`src/inc/synth_cfg_map.vh`:
```
// Constants for the serially programmed synthesizer control registers.
`ifndef SYNTH_CFG_MAP_VH
`define SYNTH_CFG_MAP_VH

// Frame lengths in serial clocks.
`define LEN_CONFIG 5'h08
`define LEN_REFERENCE 5'h10
`define LEN_DIVIDER 5'h18
`define LEN_MAX 5'h1F

// Configuration byte fields.
`define CFG_POL 7
`define CFG_SEL 6
`define CFG_LDE 5
`define CFG_STANDBY_BIT 4
`define CFG_CUR_HI 3
`define CFG_CUR_LO 2
`define CFG_PORT 1
`define CFG_OUTB 0
`define CFG_RST 8'h00

// Divider word fields.
`define DIV_FUNC_HI 23
`define DIV_FUNC_LO 22
`define DIV_N_HI 17
`define DIV_N_LO 6
`define DIV_A_HI 5
`define DIV_A_LO 0
`define DIV_RST 24'h000000
`define PRESCALE_SHIFT 6

// First general output functions.
`define FUNC_DATA_OUT 2'h0
`define FUNC_REF_DIV 2'h1
`define FUNC_VCO_DIV 2'h2
`define FUNC_PORT 2'h3

// Reference word fields.
`define REF_MODE_HI 15
`define REF_MODE_LO 13
`define REF_RATIO_HI 12
`define REF_RATIO_LO 0
`define REF_RATIO_RST 13'h0000
`define OSC_STATIC_LOW 3'h0
`define OSC_DIV8 3'h3

// Current levels in percent.
`define PCT_25 7'h19
`define PCT_50 7'h32
`define PCT_70 7'h46
`define PCT_75 7'h4B
`define PCT_80 7'h50
`define PCT_90 7'h5A
`define PCT_100 7'h64

`endif

```
`src/synth_serial_config_regs.v`:
```
// Serial register file and control decoding of the frequency synthesizer.
`timescale 1ns/1ps
`include "synth_cfg_map.vh"

module synth_serial_config_regs (
   // Clock and reset
   input wire mclk_i,
   input wire rst_i,
   // Serial port pins
   input wire sclk_i,
   input wire sdata_i,
   input wire frame_enable_n_i,
   // Divided signals and raw detector events from the counter core
   input wire ref_divided_freq_i,
   input wire vco_divided_freq_i,
   input wire vco_lead_i,
   input wire ref_lead_i,
   input wire ref_cycle_end_i,
   // Single-ended detector output
   output reg pd_source_o,
   output reg pd_sink_o,
   output reg pd_oe_o,
   // Double-ended detector outputs and lock
   output reg phi_r_o,
   output reg phi_v_o,
   output reg lock_indicator_o,
   // General outputs
   output reg out_a_o,
   output reg out_b_o,
   output reg out_b_oe_o,
   // Counter and analog controls
   output reg counters_run_o,
   output reg rx_current_en_o,
   output reg r_jam_load_o,
   output reg detector_init_o,
   output reg [6:0] current_pct_o,
   output reg [2:0] osc_mode_o,
   output reg osc_feedback_en_o,
   output reg osc_input_en_o,
   output reg [12:0] ref_ratio_o,
   output reg [11:0] n_count_o,
   output reg [5:0] a_count_o,
   output reg [17:0] total_div_o
);

   // Standby sequencer states.
   // ST_RUN is normal operation with detector pulses passed through.
   // ST_STANDBY_BIT holds the counters and the resistor current off while the registers keep their contents.
   // ST_WAIT is the first exit step: counters run again, but detector pulses stay blocked.
   // The first divided VCO pulse seen in ST_WAIT ends the exit and returns to ST_RUN.
   // The fourth code is unused and falls back to ST_RUN through the default branch.
   localparam ST_RUN = 2'h0;
   localparam ST_STANDBY_BIT = 2'h1;
   localparam ST_WAIT = 2'h2;

   ////////////////////////////////////////////////////////////////////////////
   // Pin synchronisers.
   //
   // The three serial pins come from the host, which runs on a clock of its own.
   // Each pin passes two flip-flops before any logic looks at it, so that a metastable
   // first stage never reaches the edge detectors or the shift register.
   // Clock and data pass through stages of equal depth, so a data bit keeps its timing
   // relative to the clock edge that takes it.
   // The enable synchroniser resets to its idle high level; a false frame start
   // right after reset is therefore impossible.
   // Only the second stage of each synchroniser feeds the edge history flip-flops.

   reg [1:0] sclk_sync_q;
   reg [1:0] data_sync_q;
   reg [1:0] en_sync_q;
   reg sclk_prev_q;
   reg en_prev_q;

   always @(posedge mclk_i) begin
      if (rst_i) begin
         sclk_sync_q <= 2'h0;
         data_sync_q <= 2'h0;
         en_sync_q <= 2'h3;
         sclk_prev_q <= 1'b0;
         en_prev_q <= 1'b1;
      end else begin
         sclk_sync_q <= {sclk_sync_q[0], sclk_i};
         data_sync_q <= {data_sync_q[0], sdata_i};
         en_sync_q <= {en_sync_q[0], frame_enable_n_i};
         sclk_prev_q <= sclk_sync_q[1];
         en_prev_q <= en_sync_q[1];
      end
   end

   wire sclk_rise = sclk_sync_q[1] & ~sclk_prev_q;
   wire frame_open = ~en_sync_q[1];
   wire frame_start = en_prev_q & ~en_sync_q[1];
   wire frame_end = ~en_prev_q & en_sync_q[1];

   ////////////////////////////////////////////////////////////////////////////
   // Shift register and clock counter.
   //
   // Each serial clock rise inside an open frame shifts one bit in, most significant first.
   // The counter records how many rises the frame held; it stops at its top value so that
   // an overlong frame can never wrap round to a legal length.
   // The bit that falls out of the top of the shift register is kept for the data-out
   // function of the first general output, which lets several devices be chained.

   reg [23:0] shift_q;
   reg [4:0] count_q;
   reg dout_q;

   always @(posedge mclk_i) begin
      if (rst_i) begin
         shift_q <= 24'h000000;
         count_q <= 5'h00;
         dout_q <= 1'b0;
      end else if (frame_start) begin
         count_q <= 5'h00;
      end else if (frame_open && sclk_rise) begin
         shift_q <= {shift_q[22:0], data_sync_q[1]};
         dout_q <= shift_q[23];
         if (count_q != `LEN_MAX) begin
            count_q <= count_q + 5'h01;
         end
      end
   end

   ////////////////////////////////////////////////////////////////////////////
   // Registers loaded at frame end.
   //
   // No address bits travel with a frame: its length alone picks the register.
   // A frame with no clock rises and the serial clock low only moves the first
   // reference buffer into the second one.
   // The active reference ratio follows the second buffer only when the reference
   // counter ends a count cycle, so a ratio change never cuts a cycle short.

   reg [7:0] cfg_q;
   reg [23:0] div_q;
   reg [2:0] osc_q;
   reg [12:0] ref_buf1_q;
   reg [12:0] ref_buf2_q;

   // Frames of any other nonzero length, such as the fifteen-clock initialisation groups, load nothing.
   wire load_cfg = frame_end && (count_q == `LEN_CONFIG);
   wire load_ref = frame_end && (count_q == `LEN_REFERENCE);
   wire load_div = frame_end && (count_q == `LEN_DIVIDER);
   wire load_xfer = frame_end && (count_q == 5'h00) && ~sclk_sync_q[1];

   always @(posedge mclk_i) begin
      if (rst_i) begin
         cfg_q <= `CFG_RST;
         div_q <= `DIV_RST;
         osc_q <= `OSC_DIV8;
         ref_buf1_q <= `REF_RATIO_RST;
         ref_buf2_q <= `REF_RATIO_RST;
      end else begin
         if (load_cfg) begin
            cfg_q <= shift_q[7:0];
         end
         if (load_ref) begin
            osc_q <= shift_q[`REF_MODE_HI:`REF_MODE_LO];
            ref_buf1_q <= shift_q[`REF_RATIO_HI:`REF_RATIO_LO];
         end
         if (load_div) begin
            div_q <= shift_q;
            ref_buf2_q <= ref_buf1_q;
         end
         if (load_xfer) begin
            ref_buf2_q <= ref_buf1_q;
         end
      end
   end

   ////////////////////////////////////////////////////////////////////////////
   // Standby sequencing.
   //
   // Setting the standby bit takes effect on the next clock.
   // Clearing it does not go straight to normal running: the counters start first and
   // the detectors stay quiet until the first divided VCO pulse lines both sides up.
   // Setting the standby bit again during that wait goes back to standby at once.

   reg [1:0] state_q;
   reg [1:0] state_d;
   wire standby_bit = cfg_q[`CFG_STANDBY_BIT];

   always @* begin
      state_d = state_q;
      case (state_q)
         ST_RUN: begin
            if (standby_bit) begin
               state_d = ST_STANDBY_BIT;
            end
         end
         ST_STANDBY_BIT: begin
            if (!standby_bit) begin
               state_d = ST_WAIT;
            end
         end
         ST_WAIT: begin
            if (standby_bit) begin
               state_d = ST_STANDBY_BIT;
            end else if (vco_divided_freq_i) begin
               state_d = ST_RUN;
            end
         end
         default: begin
            state_d = ST_RUN;
         end
      endcase
   end

   always @(posedge mclk_i) begin
      if (rst_i) begin
         state_q <= ST_RUN;
      end else begin
         state_q <= state_d;
      end
   end

   wire in_standby_bit = (state_q == ST_STANDBY_BIT);
   wire pass_pulses = (state_q == ST_RUN) && !standby_bit;

   ////////////////////////////////////////////////////////////////////////////
   // Output decoding.
   //
   // The polarity bit swaps the two detector events before they reach any output, so the
   // single-ended pair and the double-ended pair both follow it.
   // The detector select bit and standby put the unused outputs at rest: the double-ended
   // pair high and the single-ended output floating.
   // The lock indicator is built from the same next values as the double-ended pair so that
   // it falls in the same cycle as either of them.
   // Every output below is registered, so no decoding glitch reaches a pin.

   wire detector_polarity = cfg_q[`CFG_POL];
   wire sel_single = cfg_q[`CFG_SEL];
   wire lock_output_enable = cfg_q[`CFG_LDE];
   wire port_level = cfg_q[`CFG_PORT];
   wire [1:0] func = div_q[`DIV_FUNC_HI:`DIV_FUNC_LO];
   wire port_mode = (func == `FUNC_PORT);
   wire step25 = !port_mode && port_level;
   wire v_ev = pass_pulses && vco_lead_i;
   wire r_ev = pass_pulses && ref_lead_i;
   wire v_pulse = detector_polarity ? r_ev : v_ev;
   wire r_pulse = detector_polarity ? v_ev : r_ev;
   wire pair_live = !sel_single && !in_standby_bit;
   wire phi_r_d = pair_live ? ~r_pulse : 1'b1;
   wire phi_v_d = pair_live ? ~v_pulse : 1'b1;
   wire single_live = sel_single && !in_standby_bit;
   wire [11:0] n_val = div_q[`DIV_N_HI:`DIV_N_LO];
   wire [5:0] a_val = div_q[`DIV_A_HI:`DIV_A_LO];
   wire static_low_osc = (osc_q == `OSC_STATIC_LOW);

   reg [6:0] pct_d;
   reg out_a_d;
   reg lock_d;

   always @* begin
      case ({step25, cfg_q[`CFG_CUR_HI:`CFG_CUR_LO]})
         3'h0: pct_d = `PCT_70;
         3'h1: pct_d = `PCT_80;
         3'h2: pct_d = `PCT_90;
         3'h4: pct_d = `PCT_25;
         3'h5: pct_d = `PCT_50;
         3'h6: pct_d = `PCT_75;
         default: pct_d = `PCT_100;
      endcase
   end

   always @* begin
      case (func)
         `FUNC_DATA_OUT: out_a_d = dout_q;
         `FUNC_REF_DIV: out_a_d = ref_divided_freq_i;
         `FUNC_VCO_DIV: out_a_d = vco_divided_freq_i;
         default: out_a_d = port_level;
      endcase
   end

   always @* begin
      if (!lock_output_enable) begin
         lock_d = 1'b0;
      end else if (in_standby_bit) begin
         lock_d = 1'b1;
      end else begin
         lock_d = phi_r_d & phi_v_d;
      end
   end

   always @(posedge mclk_i) begin
      if (rst_i) begin
         pd_source_o <= 1'b0;
         pd_sink_o <= 1'b0;
         pd_oe_o <= 1'b0;
         phi_r_o <= 1'b1;
         phi_v_o <= 1'b1;
         lock_indicator_o <= 1'b0;
         out_a_o <= 1'b0;
         out_b_o <= 1'b0;
         out_b_oe_o <= 1'b1;
         counters_run_o <= 1'b0;
         rx_current_en_o <= 1'b0;
         r_jam_load_o <= 1'b0;
         detector_init_o <= 1'b0;
         current_pct_o <= `PCT_70;
         osc_mode_o <= `OSC_DIV8;
         osc_feedback_en_o <= 1'b1;
         osc_input_en_o <= 1'b1;
         ref_ratio_o <= `REF_RATIO_RST;
         n_count_o <= 12'h000;
         a_count_o <= 6'h00;
         total_div_o <= 18'h00000;
      end else begin
         pd_source_o <= single_live && r_pulse;
         pd_sink_o <= single_live && v_pulse;
         pd_oe_o <= single_live && (r_pulse || v_pulse);
         phi_r_o <= phi_r_d;
         phi_v_o <= phi_v_d;
         lock_indicator_o <= lock_d;
         out_a_o <= out_a_d;
         out_b_o <= 1'b0;
         out_b_oe_o <= ~cfg_q[`CFG_OUTB];
         counters_run_o <= !in_standby_bit;
         rx_current_en_o <= !in_standby_bit;
         r_jam_load_o <= (state_q == ST_WAIT) && !standby_bit && vco_divided_freq_i;
         detector_init_o <= (state_q == ST_WAIT) && !standby_bit && vco_divided_freq_i;
         current_pct_o <= pct_d;
         osc_mode_o <= osc_q;
         osc_feedback_en_o <= !(in_standby_bit && static_low_osc);
         osc_input_en_o <= !(in_standby_bit && static_low_osc);
         if (ref_cycle_end_i) begin
            ref_ratio_o <= ref_buf2_q;
         end
         n_count_o <= n_val;
         a_count_o <= a_val;
         total_div_o <= {n_val, a_val};
      end
   end

endmodule

```
`config.mk`:
```
export PLATFORM = sky130hd
export DESIGN_NAME = synth_serial_config_regs
export DESIGN_NICKNAME = d
export VERILOG_FILES = /design/src/synth_serial_config_regs.v
export VERILOG_INCLUDE_DIRS = /design/src /design/src/inc
export SDC_FILE = /design/constraint.sdc
export NUM_CORES = 1
export LEC_CHECK = 0
export BUFFER_PORTS_ARGS = -buffer_cell sky130_fd_sc_hd__buf_4
export CELL_PAD_IN_SITES_DETAIL_PLACEMENT = 1
export CELL_PAD_IN_SITES_GLOBAL_PLACEMENT = 2
export CORE_MARGIN = 3
export CORE_UTILIZATION = 37
export DETAILED_ROUTE_END_ITERATION = 10
export PLACE_DENSITY = 0.91
export SETUP_SLACK_MARGIN = 0.2
export SYNTH_ARGS = -nofsm -noshare
export SYNTH_HDL_FRONTEND = slang
export SYNTH_SLANG_ARGS = --single-unit
```
`constraint.sdc`:
```
create_clock -name mclk_i -period 2.6 [get_ports mclk_i]
set_input_delay 0.52 -clock mclk_i [delete_from_list [all_inputs] [get_ports mclk_i]]
set_output_delay 0.52 -clock mclk_i [all_outputs]
set_load 0.03 [all_outputs]
```
# == Word-level counts from Yosys, hierarchy flattened ==
# Index checks and enable logic that the tools add are counted.
# classes
add_sub_neg,1
n_eq_ne,17
n_lt_le_gt_ge,0
multipliers,0
div,0
n_mux,14
bitwise_logic,13
reduce_logical,35
n_shift,0
# op_table
op,count
$pmux W7 S6,1
$mux W13,2
$logic_and A1 B1 Y1,18
$eq A5 B5 Y1 const B,2
$eq A3 B3 Y1 const B,3
$not A1 Y1,9
$mux W2,4
$eq A2 B2 Y1 const B,3
$logic_not A3 Y1,2
$pmux W2 S3,1
$add A5 B1 Y5 const B,1
$eq A5 B4 Y1 const B,1
$logic_not A1 Y1,5
$logic_not A5 Y1,1
$mux W1,5
$ne A5 B5 Y1 const B,1
$and A1 B1 Y1,4
$eq A2 B1 Y1 const B,2
$logic_not A2 Y1,2
$ne A2 B2 Y1 const B,2
$reduce_and A2 Y1,2
$reduce_or A2 Y1,2
$eq A3 B1 Y1 const B,1
$eq A3 B2 Y1 const B,1
other kinds (5),5
# totals
latchBits,0
mem_bits_ro,0
ram_bits,0
output_inout_bits,74
wordCells,111
register_bits,171
mem_count,0

# == Logic depth before layout (Yosys ltp) ==
# depth
word_depth,8
depth_mapped,8
mapped_depth_nobuf,6

# == Least setup slack after synthesis ==
# Ideal clock, no wire load.
# synth_path
kind,register -> register
from,register count_q[0]
to,register ref_buf2_q[10]
path_buffers,3
setup_time_ns,0.072
path_slack_ns,0.951
period_less_slack_ns,1.649
t_arrival_ns,1.577
required_ns,2.528
path_stages_with_launch,9
path_cell_list,dfxtp_1 > inv_1 > ha_1 > nand4b_1 > clkbuf_1 > o32a_1 > buf_6 > buf_12 > mux2i_1
# synth_via
elab_chain_len,4
elab_cells_between_ends,7
cone_classes,eq/ne: 1; mux: 1; reduce/logical: 5
# synth_lines
element,line,rtl
from (decl),synth_serial_config_regs.v:105,reg [4:0] count_q;
from (signal assigned),synth_serial_config_regs.v:119,count_q <= count_q + 5'h01;
$logic_not A5 Y1,synth_serial_config_regs.v:143,wire load_xfer = frame_end && (count_q == 5'h00) && ~sclk_sync_q[1];
$logic_and A1 B1 Y1 (2 in a row),synth_serial_config_regs.v:143,
$mux W13 or $reduce_bool A2 Y1 (tied branches),-,
to (signal assigned),synth_serial_config_regs.v:151,ref_buf2_q <= `REF_RATIO_RST;
to (signal assigned),synth_serial_config_regs.v:162,ref_buf2_q <= ref_buf1_q;
to (signal assigned),synth_serial_config_regs.v:165,ref_buf2_q <= ref_buf1_q;
to (decl),synth_serial_config_regs.v:137,reg [12:0] ref_buf2_q;
# Several ways; a longest one is shown, not always the timed one.
# A chain may end at the register's enable or synchronous reset.

# == Final worst setup path ==
# layout_path
from,register en_sync_q[1]
to,register shift_q[7]
# layout_via
elab_chain_len,4
elab_cells_between_ends,5
cone_classes,bitwise: 3; reduce/logical: 2
# layout_lines
element,line,rtl
from (decl),synth_serial_config_regs.v:70,reg [1:0] en_sync_q;
from (signal assigned),synth_serial_config_regs.v:84,"en_sync_q <= {en_sync_q[0], frame_enable_n_i};"
$not A1 Y1 *,"synth_serial_config_regs.v:91, synth_serial_config_regs.v:92",
$and A1 B1 Y1,synth_serial_config_regs.v:92,wire frame_start = en_prev_q & ~en_sync_q[1];
$not A1 Y1 (no line),-,
$reduce_and A2 Y1 (no line) *,-,
to (signal assigned),synth_serial_config_regs.v:116,"shift_q <= {shift_q[22:0], data_sync_q[1]};"
to (decl),synth_serial_config_regs.v:104,reg [23:0] shift_q;
# Every way passes the cells marked *; elsewhere a longest branch is shown, timed or not.

==> run summary <==
Status: complete, no violations
CP Capture Type: flop
Adder-Cell Fraction of Synth Area: 0.00682
Final Net Count: 651
Layout cell share with drive strength beyond 1: 0.201
Synth Area in XOR/XNOR: 0.00159
DRC errors left: 0
Ys async rst share: 0
Cell area after synthesis: 0.00551 mm2
Worst min path class: input pin to flop
Yosys reg bits: 149
Slowest CP cell: or4b_1
Multi-input gate area: 0.00213 mm2
Share of the yosys chip area belonging to registers: 0.542
Io pins: 84
Core footprint: 0.0142 mm2
Fill cells: 1619
Initial antenna violation count: 0
Top_reg_cell synth: dfxtp_1
Mapped Cells: 596
Clock buffer depth: 2
DRT iter0 DRCs: 307
Die H: 128 um
Setup crit start kind: flop
Tcrit/Tclk final: 0.723
PwrDens: 755 mW/mm2
Slew Limit Fails: 0
Peak VDD IR: 0.454 mV
Largest net degree at the start of global routing: 66
Total iterations of the first detailed-routing run: 4
Inserted Diodes: 0
Setup-failing EPs final: 0
Tightest Pin Transition: 0.802 ns
Fmax: 0.532 GHz
Overall routing resource usage: 0.167
Setup TNS: 0 ns
Crit Path Category: flop to flop
Worst Path Buf+Inv: 0
Post-layout util: 0.472
Hold_buf cts: 0
Worst-path cell chain: or4b_1, nand2_1, a21oi_1
Smallest hold slack: 0.286 ns
Clk_skew: 0.00766 ns
Starting density of the core: 0.388
Via density: 5.09
Worst path top cell family by delay: simple AND/OR/NAND/NOR gates
Syn_area_per_cell: 9.24 um2
Gr ovfl total: 0
FP Rows: 43
P&R area growth vs syn: 21.8%
Root Driver: clkbuf_16
Routed WL per cell: 15.7 um
Number of global-route vias before repair: 4426
Multiplexer share of the synthesized area: 0.0623
Routed vias: 4231
RD Place Congestion: 0.782
FF+latch area: 0.00298 mm2
Routed Antenna Nets: 0
Clock transition at the registers of the reported paths: 0.06 ns
Die ar.: 0.0164 mm2
Clk_lat worst skew: 0.42 ns
Syn Nets: 609
Fin. Hold Viols: 0
Compound-gate portion of the synthesized area: 0.121
Number of enable flip-flop cells after synthesis: 0
Worst EP arrival: 2.15 ns
Max Cap Violations: 0
Combinational family with the most area after synthesis: simple AND/OR/NAND/NOR gates
Unrepaired setup endpoints after global routing: no
CTS resizes: 0
Routed wire length: 13100 um
Cell variety after synth: 45
Post-Synth Simple-Gate Area: 0.194
CTS Buf Count: 17
Die W: 128 um
Slew headroom: 0.465
Htree depth: 4
Worst Path Required: 2.87 ns
Detail Placement HPWL: 8610 um
Leak: 2.64 nW
Synth warnings: 0
First-pass GRT wire length: 21600 um
Clk sink count: 149
CTS tree: done
Max incr delay on CP: 0.97 ns
Port bufs: 82
Crit Path Max Fanout: 25
Final min period: 1.88 ns
Setup Buffers After CTS: 0
[layout make-up]
| type | instances | share of cell area |
|---|---|---|
| Sequential cell | 149 | 0.445 |
| Multi-Input combinational cell | 374 | 0.318 |
| Timing Repair Buffer | 91 | 0.104 |
| Clock buffer | 23 | 0.0713 |
| Tap cell | 180 | 0.0336 |
| Clock inverter | 9 | 0.0257 |
| Inverter | 5 | 0.00280 |
[synth_stat cells, types with 2 or more instances]
master	n	area, um2
a211o_1	3	26.3
a21oi_1	67	335
and3_1	4	25.0
buf_1	3	11.3
buf_2	7	35.0
buf_4	24	180
clkbuf_1	32	120
dfxtp_1	149	2980
ha_1	3	37.5
inv_1	4	15.0
mux2i_1	32	320
nand2_1	83	312
nand3_1	46	230
nor2_1	20	75.1
nor2b_1	27	169
nor3_1	10	50.1
nor3b_1	2	15.0
nor4b_4	2	47.6
o211ai_1	2	15.0
o21a_1	2	15.0
o21ai_0	47	235
or2_2	4	25.0
[registers in the layout, indices dropped and copies added, names as in the netlist, 3 cells and up]
register / flops
a_count_o: 5
cfg_q: 8
count_q: 5
current_pct_o: 7
div_q: 20
n_count_o: 12
osc_mode_o: 3
osc_q: 3
ref_buf1_q: 13
ref_buf2_q: 13
ref_ratio_o: 13
shift_q: 24
[metrics by stage]
step / cell area [um2] / std cells / worst slack [ns] / power (mW)
finish: 6710 / 831 / 0.720 / 5.07
global route: 6710 / 831 / 0.590 / 5.23
CTS: 6710 / 831 / 0.723 / 5.12
detailed placement: 6060 / 799 / 0.736 / 2.45
global placement: 6060 / 799 / 0.789 / 2.45
floorplan: 5510 / 596 / 0.951 / 2.42
[cell families after synthesis]
group / Yosys count
mux: 33
compound gates: 125
other cells: 1
flops: 149
simple gates: 211
fa+ha+maj: 3
buf+inv: 73
xor+xnor: 1
[final timing paths]
check | from | slack, ns | end | depth (start not counted)
max | en_sync_q[1] | 0.72 | shift_q[7] | 3
min | frame_enable_n_i | 0.29 | en_sync_q[0] | 2
max reg2reg | en_sync_q[1] | 0.72 | shift_q[7] | 3
min reg2reg | cfg_q[0] | 0.40 | out_b_oe_o | 1
[power by group]
| group | switching, mW | internal (mW) |
|---|---|---|
| Sequential | 0.00794 | 2.29 |
| Combinational | 0.0689 | 0.0320 |
| Clock | 0.891 | 1.77 |
| Total | 0.968 | 4.10 |
[metal layers]
layer,share of wire,global-route usage,vias to the layer above,routed length [um]
li1,-,-,2079,-
met1,0.42,0.193,2038,5500
met2,0.51,0.285,84,6660
met3,0.042,0.0429,30,549
met4,0.029,0.0830,0,374
met5,0,0,-,0
[cells in the final DEF, fill, tap and decap left out, drive strengths merged, types with 5 or more instances in the layout]
cell / instances
bufinv: 5
nor2: 20
nor2b: 27
nor3: 10
mux2i: 32
buf: 91
o21ai: 47
or2: 5
nand3: 46
a21oi: 67
clkbuf: 23
dfxtp: 149
nand2: 83
inv: 5
Note: power is estimated with default switching activity, not from simulation.
